===== src/hw/dac_cmd_pkg.sv =====
// Shared constants and types for the serial command decoder.
package dac_cmd_pkg;
  // ----------------------------------------------------------------
  // Frame layout
  // ----------------------------------------------------------------
  localparam int unsigned FRAME_BITS = 24;
  localparam int unsigned DIR_POS = 23;
  localparam int unsigned ZERO_POS = 22;
  localparam int unsigned DATA_BITS = 16;
  localparam logic [4:0] FRAME_COUNT = 5'h18;
  // ----------------------------------------------------------------
  // Target register and channel codes
  // ----------------------------------------------------------------
  localparam logic [2:0] TGT_DATA = 3'h0;
  localparam logic [2:0] TGT_RANGE = 3'h1;
  localparam logic [2:0] TGT_POWER = 3'h2;
  localparam logic [2:0] TGT_CONTROL = 3'h3;
  localparam logic [2:0] TGT_LAST = 3'h3;
  localparam logic [2:0] CHAN_ALL = 3'h4;
  localparam logic [3:0] MASK_ALL = 4'hf;
  // ----------------------------------------------------------------
  // Range field and code conventions
  // ----------------------------------------------------------------
  localparam logic [2:0] RANGE_BIPOLAR_MIN = 3'h3;
  localparam logic [2:0] RANGE_RESET = 3'h0;
  localparam int unsigned CODE_BITS = 12;
  localparam int unsigned CODE_LSB = 4;
  localparam logic [15:0] WORD_RESET = 16'h0000;
  localparam logic [23:0] FRAME_RESET = 24'h000000;
  typedef struct packed {
    logic rd;
    logic zero;
    logic [2:0] target;
    logic [2:0] chan;
    logic [15:0] data;
  } cmd_s;
  typedef enum logic [3:0] {
    ST_IDLE = 4'h1,
    ST_SHIFT = 4'h2,
    ST_DECODE = 4'h4,
    ST_FETCH = 4'h8
  } state_e;
endpackage


===== src/hw/cmd_reg_store.sv =====
// Register storage: four target registers per channel, registered read.
`timescale 1ns/100ps
`default_nettype none
module cmd_reg_store (
  input wire logic ref_clk_i,
  input wire logic rst_i,
  input wire logic wr_en_i,
  input wire logic [1:0] wr_sel_i,
  input wire logic [3:0] wr_mask_i,
  input wire logic [15:0] wr_data_i,
  input wire logic rd_en_i,
  input wire logic [1:0] rd_sel_i,
  input wire logic [1:0] rd_ch_i,
  output logic [15:0] rd_data_o
);
  logic [15:0] mem [16];
  always_ff @(posedge ref_clk_i) begin
    if (rst_i) begin
      for (int i = 0; i < 16; i++) begin
        mem[i] <= dac_cmd_pkg::WORD_RESET;
      end
      rd_data_o <= dac_cmd_pkg::WORD_RESET;
    end else begin
      for (int c = 0; c < 4; c++) begin
        if (wr_en_i && wr_mask_i[c]) begin
          mem[{wr_sel_i, 2'(c)}] <= wr_data_i;
        end
      end
      if (rd_en_i) begin
        rd_data_o <= mem[{rd_sel_i, rd_ch_i}];
      end
    end
  end
endmodule
`default_nettype wire


===== src/hw/quad_dac_serial_command_decoder.sv =====
// Serial command decoder: frame capture, decode, storage and readback.
`timescale 1ns/100ps
`default_nettype none
// Contract
// - Frames are 24 bits, assembled in shifter.
// - Bits arrive and shift in MSB first.
// - Bit 23 is the read/write direction flag.
// - Bits 21..19 select data/range/power/control register.
// - Bits 15..0 are the payload.
// - Every register is writable and readable back.
// - Bipolar codes are twos complement.
// - Unipolar codes are straight binary.
module quad_dac_serial_command_decoder (
  input wire logic ref_clk_i,
  input wire logic rst_i,
  input wire logic serial_clk_i,
  input wire logic frame_n_i,
  input wire logic serial_data_in_i,
  output logic serial_data_out_o,
  output dac_cmd_pkg::cmd_s cmd_o,
  output logic cmd_valid_o,
  output logic [1:0] level_ch_o,
  output logic signed [12:0] level_o,
  output logic level_valid_o
);
  // ----------------------------------------------------------------
  // Code conversion
  // ----------------------------------------------------------------
  // Maps a 12-bit code to a signed step count from zero output.
  function automatic logic signed [12:0] code_to_level(input logic [11:0] code, input logic bipolar);
    code_to_level = bipolar ? {code[11], code} : {1'b0, code};
  endfunction
  // Turns a channel field into a write mask; broadcast hits all four.
  function automatic logic [3:0] chan_mask(input logic [2:0] chan);
    chan_mask = (chan == dac_cmd_pkg::CHAN_ALL) ? dac_cmd_pkg::MASK_ALL :
                (chan[2] ? 4'h0 : 4'(4'h1 << chan[1:0]));
  endfunction
  // ----------------------------------------------------------------
  // Input synchronisers
  // ----------------------------------------------------------------
  logic [2:0] sclk_q;
  logic [2:0] frame_q;
  logic [1:0] serial_data_in_q;
  always_ff @(posedge ref_clk_i) begin
    if (rst_i) begin
      sclk_q <= 3'h0;
      frame_q <= 3'h7;
      serial_data_in_q <= 2'h0;
    end else begin
      sclk_q <= {sclk_q[1:0], serial_clk_i};
      frame_q <= {frame_q[1:0], frame_n_i};
      serial_data_in_q <= {serial_data_in_q[0], serial_data_in_i};
    end
  end
  wire sclk_fall = sclk_q[2] & ~sclk_q[1];
  wire sclk_rise = ~sclk_q[2] & sclk_q[1];
  wire frame_start = frame_q[2] & ~frame_q[1];
  wire frame_end = ~frame_q[2] & frame_q[1];
  wire serial_data_in_s = serial_data_in_q[1];
  // ----------------------------------------------------------------
  // Frame sequencer
  // ----------------------------------------------------------------
  dac_cmd_pkg::state_e state;
  dac_cmd_pkg::state_e next_state;
  logic [23:0] shreg;
  logic [4:0] bit_cnt;
  logic [23:0] sdo_shift;
  logic [2:0] range_sel [4];
  dac_cmd_pkg::cmd_s frame_cmd;
  assign frame_cmd = dac_cmd_pkg::cmd_s'(shreg);
  wire full_frame = (bit_cnt == dac_cmd_pkg::FRAME_COUNT);
  wire target_ok = (frame_cmd.target <= dac_cmd_pkg::TGT_LAST);
  wire [3:0] wr_mask = chan_mask(frame_cmd.chan);
  wire in_decode = (state == dac_cmd_pkg::ST_DECODE);
  wire wr_en = in_decode & ~frame_cmd.rd & target_ok & (wr_mask != 4'h0);
  wire rd_en = in_decode & frame_cmd.rd;
  wire [1:0] rd_ch = frame_cmd.chan[2] ? 2'h0 : frame_cmd.chan[1:0];
  wire level_hit = wr_en & (frame_cmd.target == dac_cmd_pkg::TGT_DATA);
  wire [1:0] level_ch = rd_ch;
  wire bipolar = (range_sel[level_ch] >= dac_cmd_pkg::RANGE_BIPOLAR_MIN);
  wire [11:0] dac_code = frame_cmd.data[dac_cmd_pkg::CODE_LSB +: dac_cmd_pkg::CODE_BITS];
  wire [15:0] rd_data;
  always_comb begin
    next_state = state;
    unique case (state)
      dac_cmd_pkg::ST_IDLE: begin
        if (frame_start) begin
          next_state = dac_cmd_pkg::ST_SHIFT;
        end
      end
      dac_cmd_pkg::ST_SHIFT: begin
        if (frame_end) begin
          next_state = full_frame ? dac_cmd_pkg::ST_DECODE : dac_cmd_pkg::ST_IDLE;
        end
      end
      dac_cmd_pkg::ST_DECODE: begin
        next_state = frame_cmd.rd ? dac_cmd_pkg::ST_FETCH : dac_cmd_pkg::ST_IDLE;
      end
      dac_cmd_pkg::ST_FETCH: begin
        next_state = dac_cmd_pkg::ST_IDLE;
      end
      default: begin
        next_state = dac_cmd_pkg::ST_IDLE;
      end
    endcase
  end
  always_ff @(posedge ref_clk_i) begin
    if (rst_i) begin
      state <= dac_cmd_pkg::ST_IDLE;
    end else begin
      state <= next_state;
    end
  end
  // ----------------------------------------------------------------
  // Shift register and bit counter
  // ----------------------------------------------------------------
  always_ff @(posedge ref_clk_i) begin
    if (rst_i) begin
      shreg <= dac_cmd_pkg::FRAME_RESET;
      bit_cnt <= 5'h0;
    end else if (frame_start) begin
      bit_cnt <= 5'h0;
    end else if (state == dac_cmd_pkg::ST_SHIFT && sclk_fall && !full_frame) begin
      shreg <= {shreg[22:0], serial_data_in_s};
      bit_cnt <= bit_cnt + 5'h1;
    end
  end
  // ----------------------------------------------------------------
  // Decode outputs and range tracking
  // ----------------------------------------------------------------
  always_ff @(posedge ref_clk_i) begin
    if (rst_i) begin
      cmd_o <= dac_cmd_pkg::cmd_s'(dac_cmd_pkg::FRAME_RESET);
      cmd_valid_o <= 1'b0;
      level_o <= 13'sh0;
      level_ch_o <= 2'h0;
      level_valid_o <= 1'b0;
      for (int i = 0; i < 4; i++) begin
        range_sel[i] <= dac_cmd_pkg::RANGE_RESET;
      end
    end else begin
      cmd_valid_o <= in_decode;
      if (in_decode) begin
        cmd_o <= frame_cmd;
      end
      level_valid_o <= level_hit;
      if (level_hit) begin
        level_o <= code_to_level(dac_code, bipolar);
        level_ch_o <= level_ch;
      end
      for (int i = 0; i < 4; i++) begin
        if (wr_en && wr_mask[i] && frame_cmd.target == dac_cmd_pkg::TGT_RANGE) begin
          range_sel[i] <= frame_cmd.data[2:0];
        end
      end
    end
  end
  // ----------------------------------------------------------------
  // Register storage and readback
  // ----------------------------------------------------------------
  cmd_reg_store u_store (
    .ref_clk_i(ref_clk_i),
    .rst_i(rst_i),
    .wr_en_i(wr_en),
    .wr_sel_i(frame_cmd.target[1:0]),
    .wr_mask_i(wr_mask),
    .wr_data_i(frame_cmd.data),
    .rd_en_i(rd_en),
    .rd_sel_i(frame_cmd.target[1:0]),
    .rd_ch_i(rd_ch),
    .rd_data_o(rd_data)
  );
  always_ff @(posedge ref_clk_i) begin
    if (rst_i) begin
      sdo_shift <= dac_cmd_pkg::FRAME_RESET;
      serial_data_out_o <= 1'b0;
    end else if (state == dac_cmd_pkg::ST_FETCH) begin
      sdo_shift <= {cmd_o[23:16], rd_data};
    end else if (frame_start) begin
      serial_data_out_o <= sdo_shift[23];
      sdo_shift <= {sdo_shift[22:0], 1'b0};
    end else if (state == dac_cmd_pkg::ST_SHIFT && sclk_rise) begin
      serial_data_out_o <= sdo_shift[23];
      sdo_shift <= {sdo_shift[22:0], 1'b0};
    end
  end
endmodule
`default_nettype wire


===== config.mk =====
export PLATFORM = sky130hd
export DESIGN_NAME = quad_dac_serial_command_decoder
export DESIGN_NICKNAME = d
export VERILOG_FILES = /design/src/hw/dac_cmd_pkg.sv /design/src/hw/cmd_reg_store.sv /design/src/hw/quad_dac_serial_command_decoder.sv
export SDC_FILE = /design/constraint.sdc
export NUM_CORES = 1
export LEC_CHECK = 0
export ABC_AREA = 1
export BUFFER_PORTS_ARGS = -buffer_cell sky130_fd_sc_hd__buf_2
export CORE_MARGIN = 2
export CORE_UTILIZATION = 30
export CTS_BUF_LIST = sky130_fd_sc_hd__clkbuf_16
export DETAILED_ROUTE_END_ITERATION = 10
export SYNTH_ARGS = -nofsm -noshare
export SYNTH_HDL_FRONTEND = slang
export SYNTH_SLANG_ARGS = --single-unit

===== constraint.sdc =====
create_clock -name ref_clk_i -period 2.5 [get_ports ref_clk_i]
set_input_delay 0.125 -clock ref_clk_i [delete_from_list [all_inputs] [get_ports ref_clk_i]]
set_output_delay 0.125 -clock ref_clk_i [all_outputs]
set_load 0.03 [all_outputs]

==> results.ini, run 1 <==
[run_status]
run_status = finished clean

[placed_design]
dpl.cell_count = 2773
place_ws_ns = 0.154
dp_hpwl_mm = 31.1
dpl_cell_area_um2 = 18800
gp_congestion = 0.885
port_buffers = 46

[grt]
grt_overflow = 0
grt_max_degree = 58
first_global_vias = 13000
gr-usage-all-layers = 0.165
grt_pass1_wl_mm = 76.8
antenna_found_initial = 0

[timing]
hold_viol = 0
max_freq_mhz = 445
slew_headroom = 0.267
rsz0062_at_grt = no
holdWs_ns = 0.303
setup_violations = 0
postLayoutSetupSlackWorst_ns = 0.252
tns_ns = 0
fin_skew_ns = 0.0221
tightest_slew_ns = 1.09
final.min_clock_period_ns = 2.25
timing.final.crit_share = 0.899
slew_viol_final = 0

[layout]
nets = 2064
fillers = 5894
final_cells = 2856
syn2layout_area_growth_pct = 15.8
seqCellArea_um2 = 10500
antenna_cells = 0
utilization = 0.350
final_design_area_no_fill_um2 = 20100
multi_input_area_um2 = 5730
drive_above_1_share = 0.114

[die]
dieWidth_um = 245
fp-row-count = 88
ios = 47
dieHeight_um = 245
fp.dieArea_um2 = 59800
design.core.area_um2 = 57500
initial_core_util = 0.302

[critical_path]
critPathArrivalTime_ns = 2.52
crit_type = reg -> reg
cp-start-kind = flop
critPathMaxStageDelay_ns = 0.34
required_ns = 2.77
cp-end-kind = flop
cp_max_fo = 10
timing.critical_path.cells = nor2_2 > nand4_2 > nor2_2 > nand2_1 > nor2_4 > nand2_1 > nand2_1 > buf_4
crit_slowest_cell = dfxtp_1
critPathMostFrequentCell = nand2_1

[cts]
clk_latency_ns = 0.56
clkTransAtPathRegs_ns = 0.06
cts_setup_buffers = 0
clock_sink_count = 391
clock-root-buffer = clkbuf_16
cts_buffers = 43
clockBufferDepth = 3
cts_tree = done
h-tree-depth = 2

[detailed_routing]
drt_iter0_markers = 1379
vias_per_cell = 4.82
routed_wl_mm = 49.6
wl_per_cell_um = 17.4
ant_nets = 0
dr.pass1.iters = 5
drcViolationCount = 0
via_count = 13800

[logic_synthesis]
avgSynthCellArea_um2 = 8.63
synth_edf_count = 268
ys_top_cells_by_area = edfxtp_1, dfxtp_1, nor2_1
synth_common_cells = nor2_1, nand2_1, edfxtp_1
syn-instance-count = 2012
synthFlopType = edfxtp_1
ys_async_sr_fraction = 0
syn_area_um2 = 17400
yosysTopAreaCell = edfxtp_1
synth_most_common_cell = nor2_1
ys_seq_area_frac = 0.605
ys_seq_elements = 391
synth_nets = 2019
synth.distinct_cells = 32
yosys.area.top_type_share = 0.464
synth_warnings = 0

[power]
vdd_drop_max_uv = 533
powerDensity_nw_per_um2 = 662
p_total_mw = 13.3
leakage_nw = 7.79

[flow_run]
maxCapViolations = 0

[hold_path]
min_path_type = in -> reg

worst max-delay path: cells and delay by family, from the launching register on:
kind / cells / cell delay (ns)
AND/OR/NAND/NOR: 7 / 1.43
flip-flops: 1 / 0.34
buffers and inverters: 1 / 0.19
kinds of logic (layout without fill, tap and decap cells):
family                     after synthesis  after routing  share of synthesized area
and+or+nand+nor                       1158           1158                      0.278
DFF                                    391            391                      0.605
buffers and inverters                  295            374                     0.0665
AOI/OAI and AO/OA                      164            164                     0.0476
adders and majority gates                2              2                    0.00144
xor gates and xnor gates                 2              2                    0.00101
state kept, by name (all words and copies together) (netlist names):
| register | flops |
|---|---|
| u_store.mem | 256 |
| cmd_o | 24 |
| frame_cmd | 24 |
| sdo_shift | 24 |
| u_store.rd_data_o | 16 |
| level_o | 13 |
| range_sel | 12 |
| bit_cnt | 5 |
| state | 4 |
| frame_q | 3 |
| sclk_q | 3 |
| level_ch_o | 2 |
| serial_data_in_q | 2 |
| cmd_valid_o | 1 |
| level_valid_o | 1 |
| serial_data_out_o | 1 |
final cells by class:
class | instances | share of cell area
sequential | 391 | 0.523
multi-input combinational | 1326 | 0.285
clock buffer | 44 | 0.0548
timing repair buffer | 134 | 0.0510
tap | 765 | 0.0476
inverter | 161 | 0.0301
clock inverter | 35 | 0.00834
metal layers:
metal,routed length (µm),track usage,up-vias,share of wire
met3,3570,0.0240,81,0.072
li1,-,-,6588,-
met5,0,0,-,0
met2,23400,0.272,456,0.47
met1,21300,0.225,6646,0.43
met4,1330,0.0511,0,0.027
cells in the final DEF, fill, tap and decap left out, types with 25 or more instances in the layout:
master,instances
a21oi_1,57
buf_2,46
buf_4,74
clkbuf_16,44
clkinv_1,26
dfxtp_1,122
edfxtp_1,268
inv_1,152
nand2_1,432
nand3_1,165
nand4_1,25
nor2_1,471
o21ai_0,96
repair_timing:
action,in CTS,in global routing
endpoints found under the hold margin,4,0
hold buffers,4,0
endpoints found under the setup margin,0,10
gates resized for setup,0,1
power by group:
group / internal (mW) / switching, mW / leakage [nW]
combinational: 0.133 / 0.306 / 3.35
clock: 3.19 / 2.58 / 0.675
sequential: 7.05 / 0.0492 / 3.76
worst paths after layout:
path	end	cells after the start	slack (ns)	from
hold reg to reg	sclk_q[1]$_SDFF_PP0_	2	0.40	sclk_q[0]$_SDFF_PP0_
setup / recovery	u_store.mem[5][4]$_SDFFCE_PN0P_	8	0.25	state[0]$_SDFFE_PP1P_
hold / removal	frame_q[0]$_SDFF_PP1_	3	0.30	frame_n_i
setup reg to reg	u_store.mem[5][4]$_SDFFCE_PN0P_	8	0.25	state[0]$_SDFFE_PP1P_
(Power assumes the default switching activity.)
==> run 2: changes to the inputs <==
--- a/config.mk
+++ b/config.mk
@@ -5,12 +5,14 @@
 export SDC_FILE = /design/constraint.sdc
 export NUM_CORES = 1
 export LEC_CHECK = 0
-export ABC_AREA = 1
+export ABC_AREA = 0
 export BUFFER_PORTS_ARGS = -buffer_cell sky130_fd_sc_hd__buf_2
 export CORE_MARGIN = 2
-export CORE_UTILIZATION = 30
+export CORE_UTILIZATION = 62
 export CTS_BUF_LIST = sky130_fd_sc_hd__clkbuf_16
 export DETAILED_ROUTE_END_ITERATION = 10
+export MAX_ROUTING_LAYER = met4
+export PLACE_DENSITY = 0.79
 export SYNTH_ARGS = -nofsm -noshare
 export SYNTH_HDL_FRONTEND = slang
 export SYNTH_SLANG_ARGS = --single-unit
==> run 2 against run 1 <==
Against the previous run:
- clock-buffer cell count is 2 lower
- critical path type unchanged
- sequential cell count did not move
- power fell by 1.8%
- global-route usage is 14 points higher
- sequential power about the same
- clock power fell by 2%
- critical endpoint is now u_store.mem[11][15]$_SDFFCE_PN0P_
- sequential share of layout area increased by 1.4 points
- utilization is 35 points higher
- worst setup slack lost 0.11 ns
- first-iteration DRC count increased by 21%
==> results.ini, run 2 <==
[cts]
cts_buffers = 41
clk_latency_ns = 0.54
cts_tree = done
h-tree-depth = 2
clock_sink_count = 391
clock-root-buffer = clkbuf_16
clkTransAtPathRegs_ns = 0.06
clockBufferDepth = 3

[critical_path]
critPathArrivalTime_ns = 2.59
reg2regPathDepth = 5
worstReg2RegEnd = u_store.mem[11][15]$_SDFFCE_PN0P_
timing.critical_path.cells = and3b_1 > o21ai_0 > buf_4 > nor3_2 > or2_2
cp-end-kind = flop
crit_slowest_cell = dfxtp_1
crit_family = simple AND/OR/NAND/NOR gates
crit_type = reg -> reg
cp_max_fo = 16
worstReg2RegStart = frame_cmd[18]$_SDFFE_PP0P_
cp-start-kind = flop
crit_buf_inv = 1
reg2reg_slack_ns = 0.14
required_ns = 2.74
critPathMaxStageDelay_ns = 0.63

[layout]
antenna_cells = 0
layout_common_cells = and2_1, edfxtp_1, dfxtp_1
largest_reg_flops = 256
nets = 1504
final_common_cell = and2_1
final_design_area_no_fill_um2 = 19600
syn2layout_area_growth_pct = 12.0
largest-register = u_store.mem
drive_above_1_share = 0.191

[power]
powerDensity_nw_per_um2 = 667
p_total_mw = 13.1
leakage_nw = 7.78
vdd_drop_max_uv = 540

[timing]
fin_skew_ns = 0.0189
hold_viol = 0
slew_headroom = 0.322
timing.final.crit_share = 0.943
final.min_clock_period_ns = 2.36
max_freq_mhz = 424
tightest_slew_ns = 1.02
setup_violations = 0
slew_viol_final = 0
rsz0062_at_grt = no

[hold_path]
min_from = frame_n_i
hold_depth = 3
min_path_type = in -> reg
holdPathEnd = frame_q[0]$_SDFF_PP1_

[logic_synthesis]
synth_edf_count = 268
ys_async_sr_fraction = 0
synth.distinct_cells = 49
synthFlopType = edfxtp_1
syn_area_um2 = 17500
synth_most_common_cell = and2_1
ys_seq_elements = 391
ys_seq_area_frac = 0.601
synth_nets = 1467
ys_top_cells_by_area = edfxtp_1, dfxtp_1, and2_1
syn-instance-count = 1460
yosys.area.top_type_share = 0.461
avgSynthCellArea_um2 = 12.0
synth_warnings = 0
synth_common_cells = and2_1, edfxtp_1, dfxtp_1
yosysTopAreaCell = edfxtp_1

[die]
ios = 47
initial_core_util = 0.629
fp-row-count = 61
fp.dieArea_um2 = 29500
design.core.area_um2 = 27800
dieWidth_um = 172
dieHeight_um = 172

[grt]
grt_pass1_wl_mm = 65.5
grt_max_degree = 116
gr-usage-all-layers = 0.306
first_global_vias = 11200
antenna_found_initial = 0
grt_overflow = 0

[detailed_routing]
drcViolationCount = 0
wl_per_cell_um = 22.7
via_count = 11600
vias_per_cell = 6.09
routed_wl_mm = 43.3
dr.pass1.iters = 7
drt_iter0_markers = 1662
ant_nets = 0

[flow_run]
maxCapViolations = 0

[placed_design]
dpl_cell_area_um2 = 18300
dp_hpwl_mm = 27.7
port_buffers = 46
gp_congestion = 0.906

[run_status]
run_status = finished clean

run 2: logic make-up after synthesis:
logic type / count (synthesis) / share of synthesized area
simple gates: 532 / 0.176
flops: 391 / 0.601
compound gates: 227 / 0.0848
mux: 158 / 0.0958
buf+inv: 147 / 0.0386
xor+xnor: 3 / 0.00150
fa+ha+maj: 2 / 0.00143
run 2: what timing repair did:
action / 4_1_cts / 5_1_grt
resized for setup: 0 / 4
setup endpoints to repair: 0 / 41
buffers inserted: 0 / 2
hold buffers: 4 / 0
endpoints found under the hold margin: 7 / 0
run 2: through the flow:
step | worst slack (ns) | TNS, ns | cells | utilization | hold WS [ns]
final | 0.142 | 0 | 1907 | 0.704 | 0.333
after detailed placement | 0.00241 | 0 | 1826 | 0.657 | 0.313
after global placement | 0.107 | 0 | 1826 | 0.657 | 0.314
after floorplan | -0.188 | -8.85 | 1460 | - | 0.229
after CTS | 0.00218 | 0 | 1905 | 0.704 | 0.287
after global routing | 0.0990 | 0 | 1907 | 0.704 | 0.340
run 2: worst max path at each step:
stage	start	endpoint	slack (ns)	cells after the start
2_1_floorplan	state[1]$_SDFFE_PP0P_	u_store.mem[12][0]$_SDFFCE_PN0P_	-0.19	5
3_3_place_gp	state[0]$_SDFFE_PP1P_	u_store.mem[15][4]$_SDFFCE_PN0P_	0.11	5
3_5_place_dp	state[0]$_SDFFE_PP1P_	u_store.rd_data_o[5]$_SDFFE_PP0P_	0.002	6
4_1_cts	state[0]$_SDFFE_PP1P_	u_store.rd_data_o[5]$_SDFFE_PP0P_	0.002	6
5_1_grt	frame_cmd[18]$_SDFFE_PP0P_	u_store.mem[3][13]$_SDFFCE_PN0P_	0.1	5
6_report	frame_cmd[18]$_SDFFE_PP0P_	u_store.mem[11][15]$_SDFFCE_PN0P_	0.14	5
run 2: worst min-delay path, stage by stage:
cell and delay [ns]:
dlygate4sd3_1 0.54, buf_2 0.10, or2_2 0.08
run 2: where the power goes:
group / switching (mW) / internal, mW / leakage (nW)
combinational: 0.201 / 0.105 / 3.38
clock: 2.40 / 3.25 / 0.667
sequential: 0.0482 / 7.05 / 3.73
run 2: area by class of cell:
cell class,instances,area [µm²]
clock buffer,42,1050
clock inverter,33,198
fill,1920,8210
inverter,8,30.0
multi-input combinational,922,6330
sequential,391,10500
tap,378,473
timing repair buffer,133,971
run 2: routing by layer:
metal / global-route usage / wire (µm)
met1: 0.417 / 17800
met5: - / 0
met4: 0.114 / 1770
met3: 0.0561 / 4060
met2: 0.462 / 19800
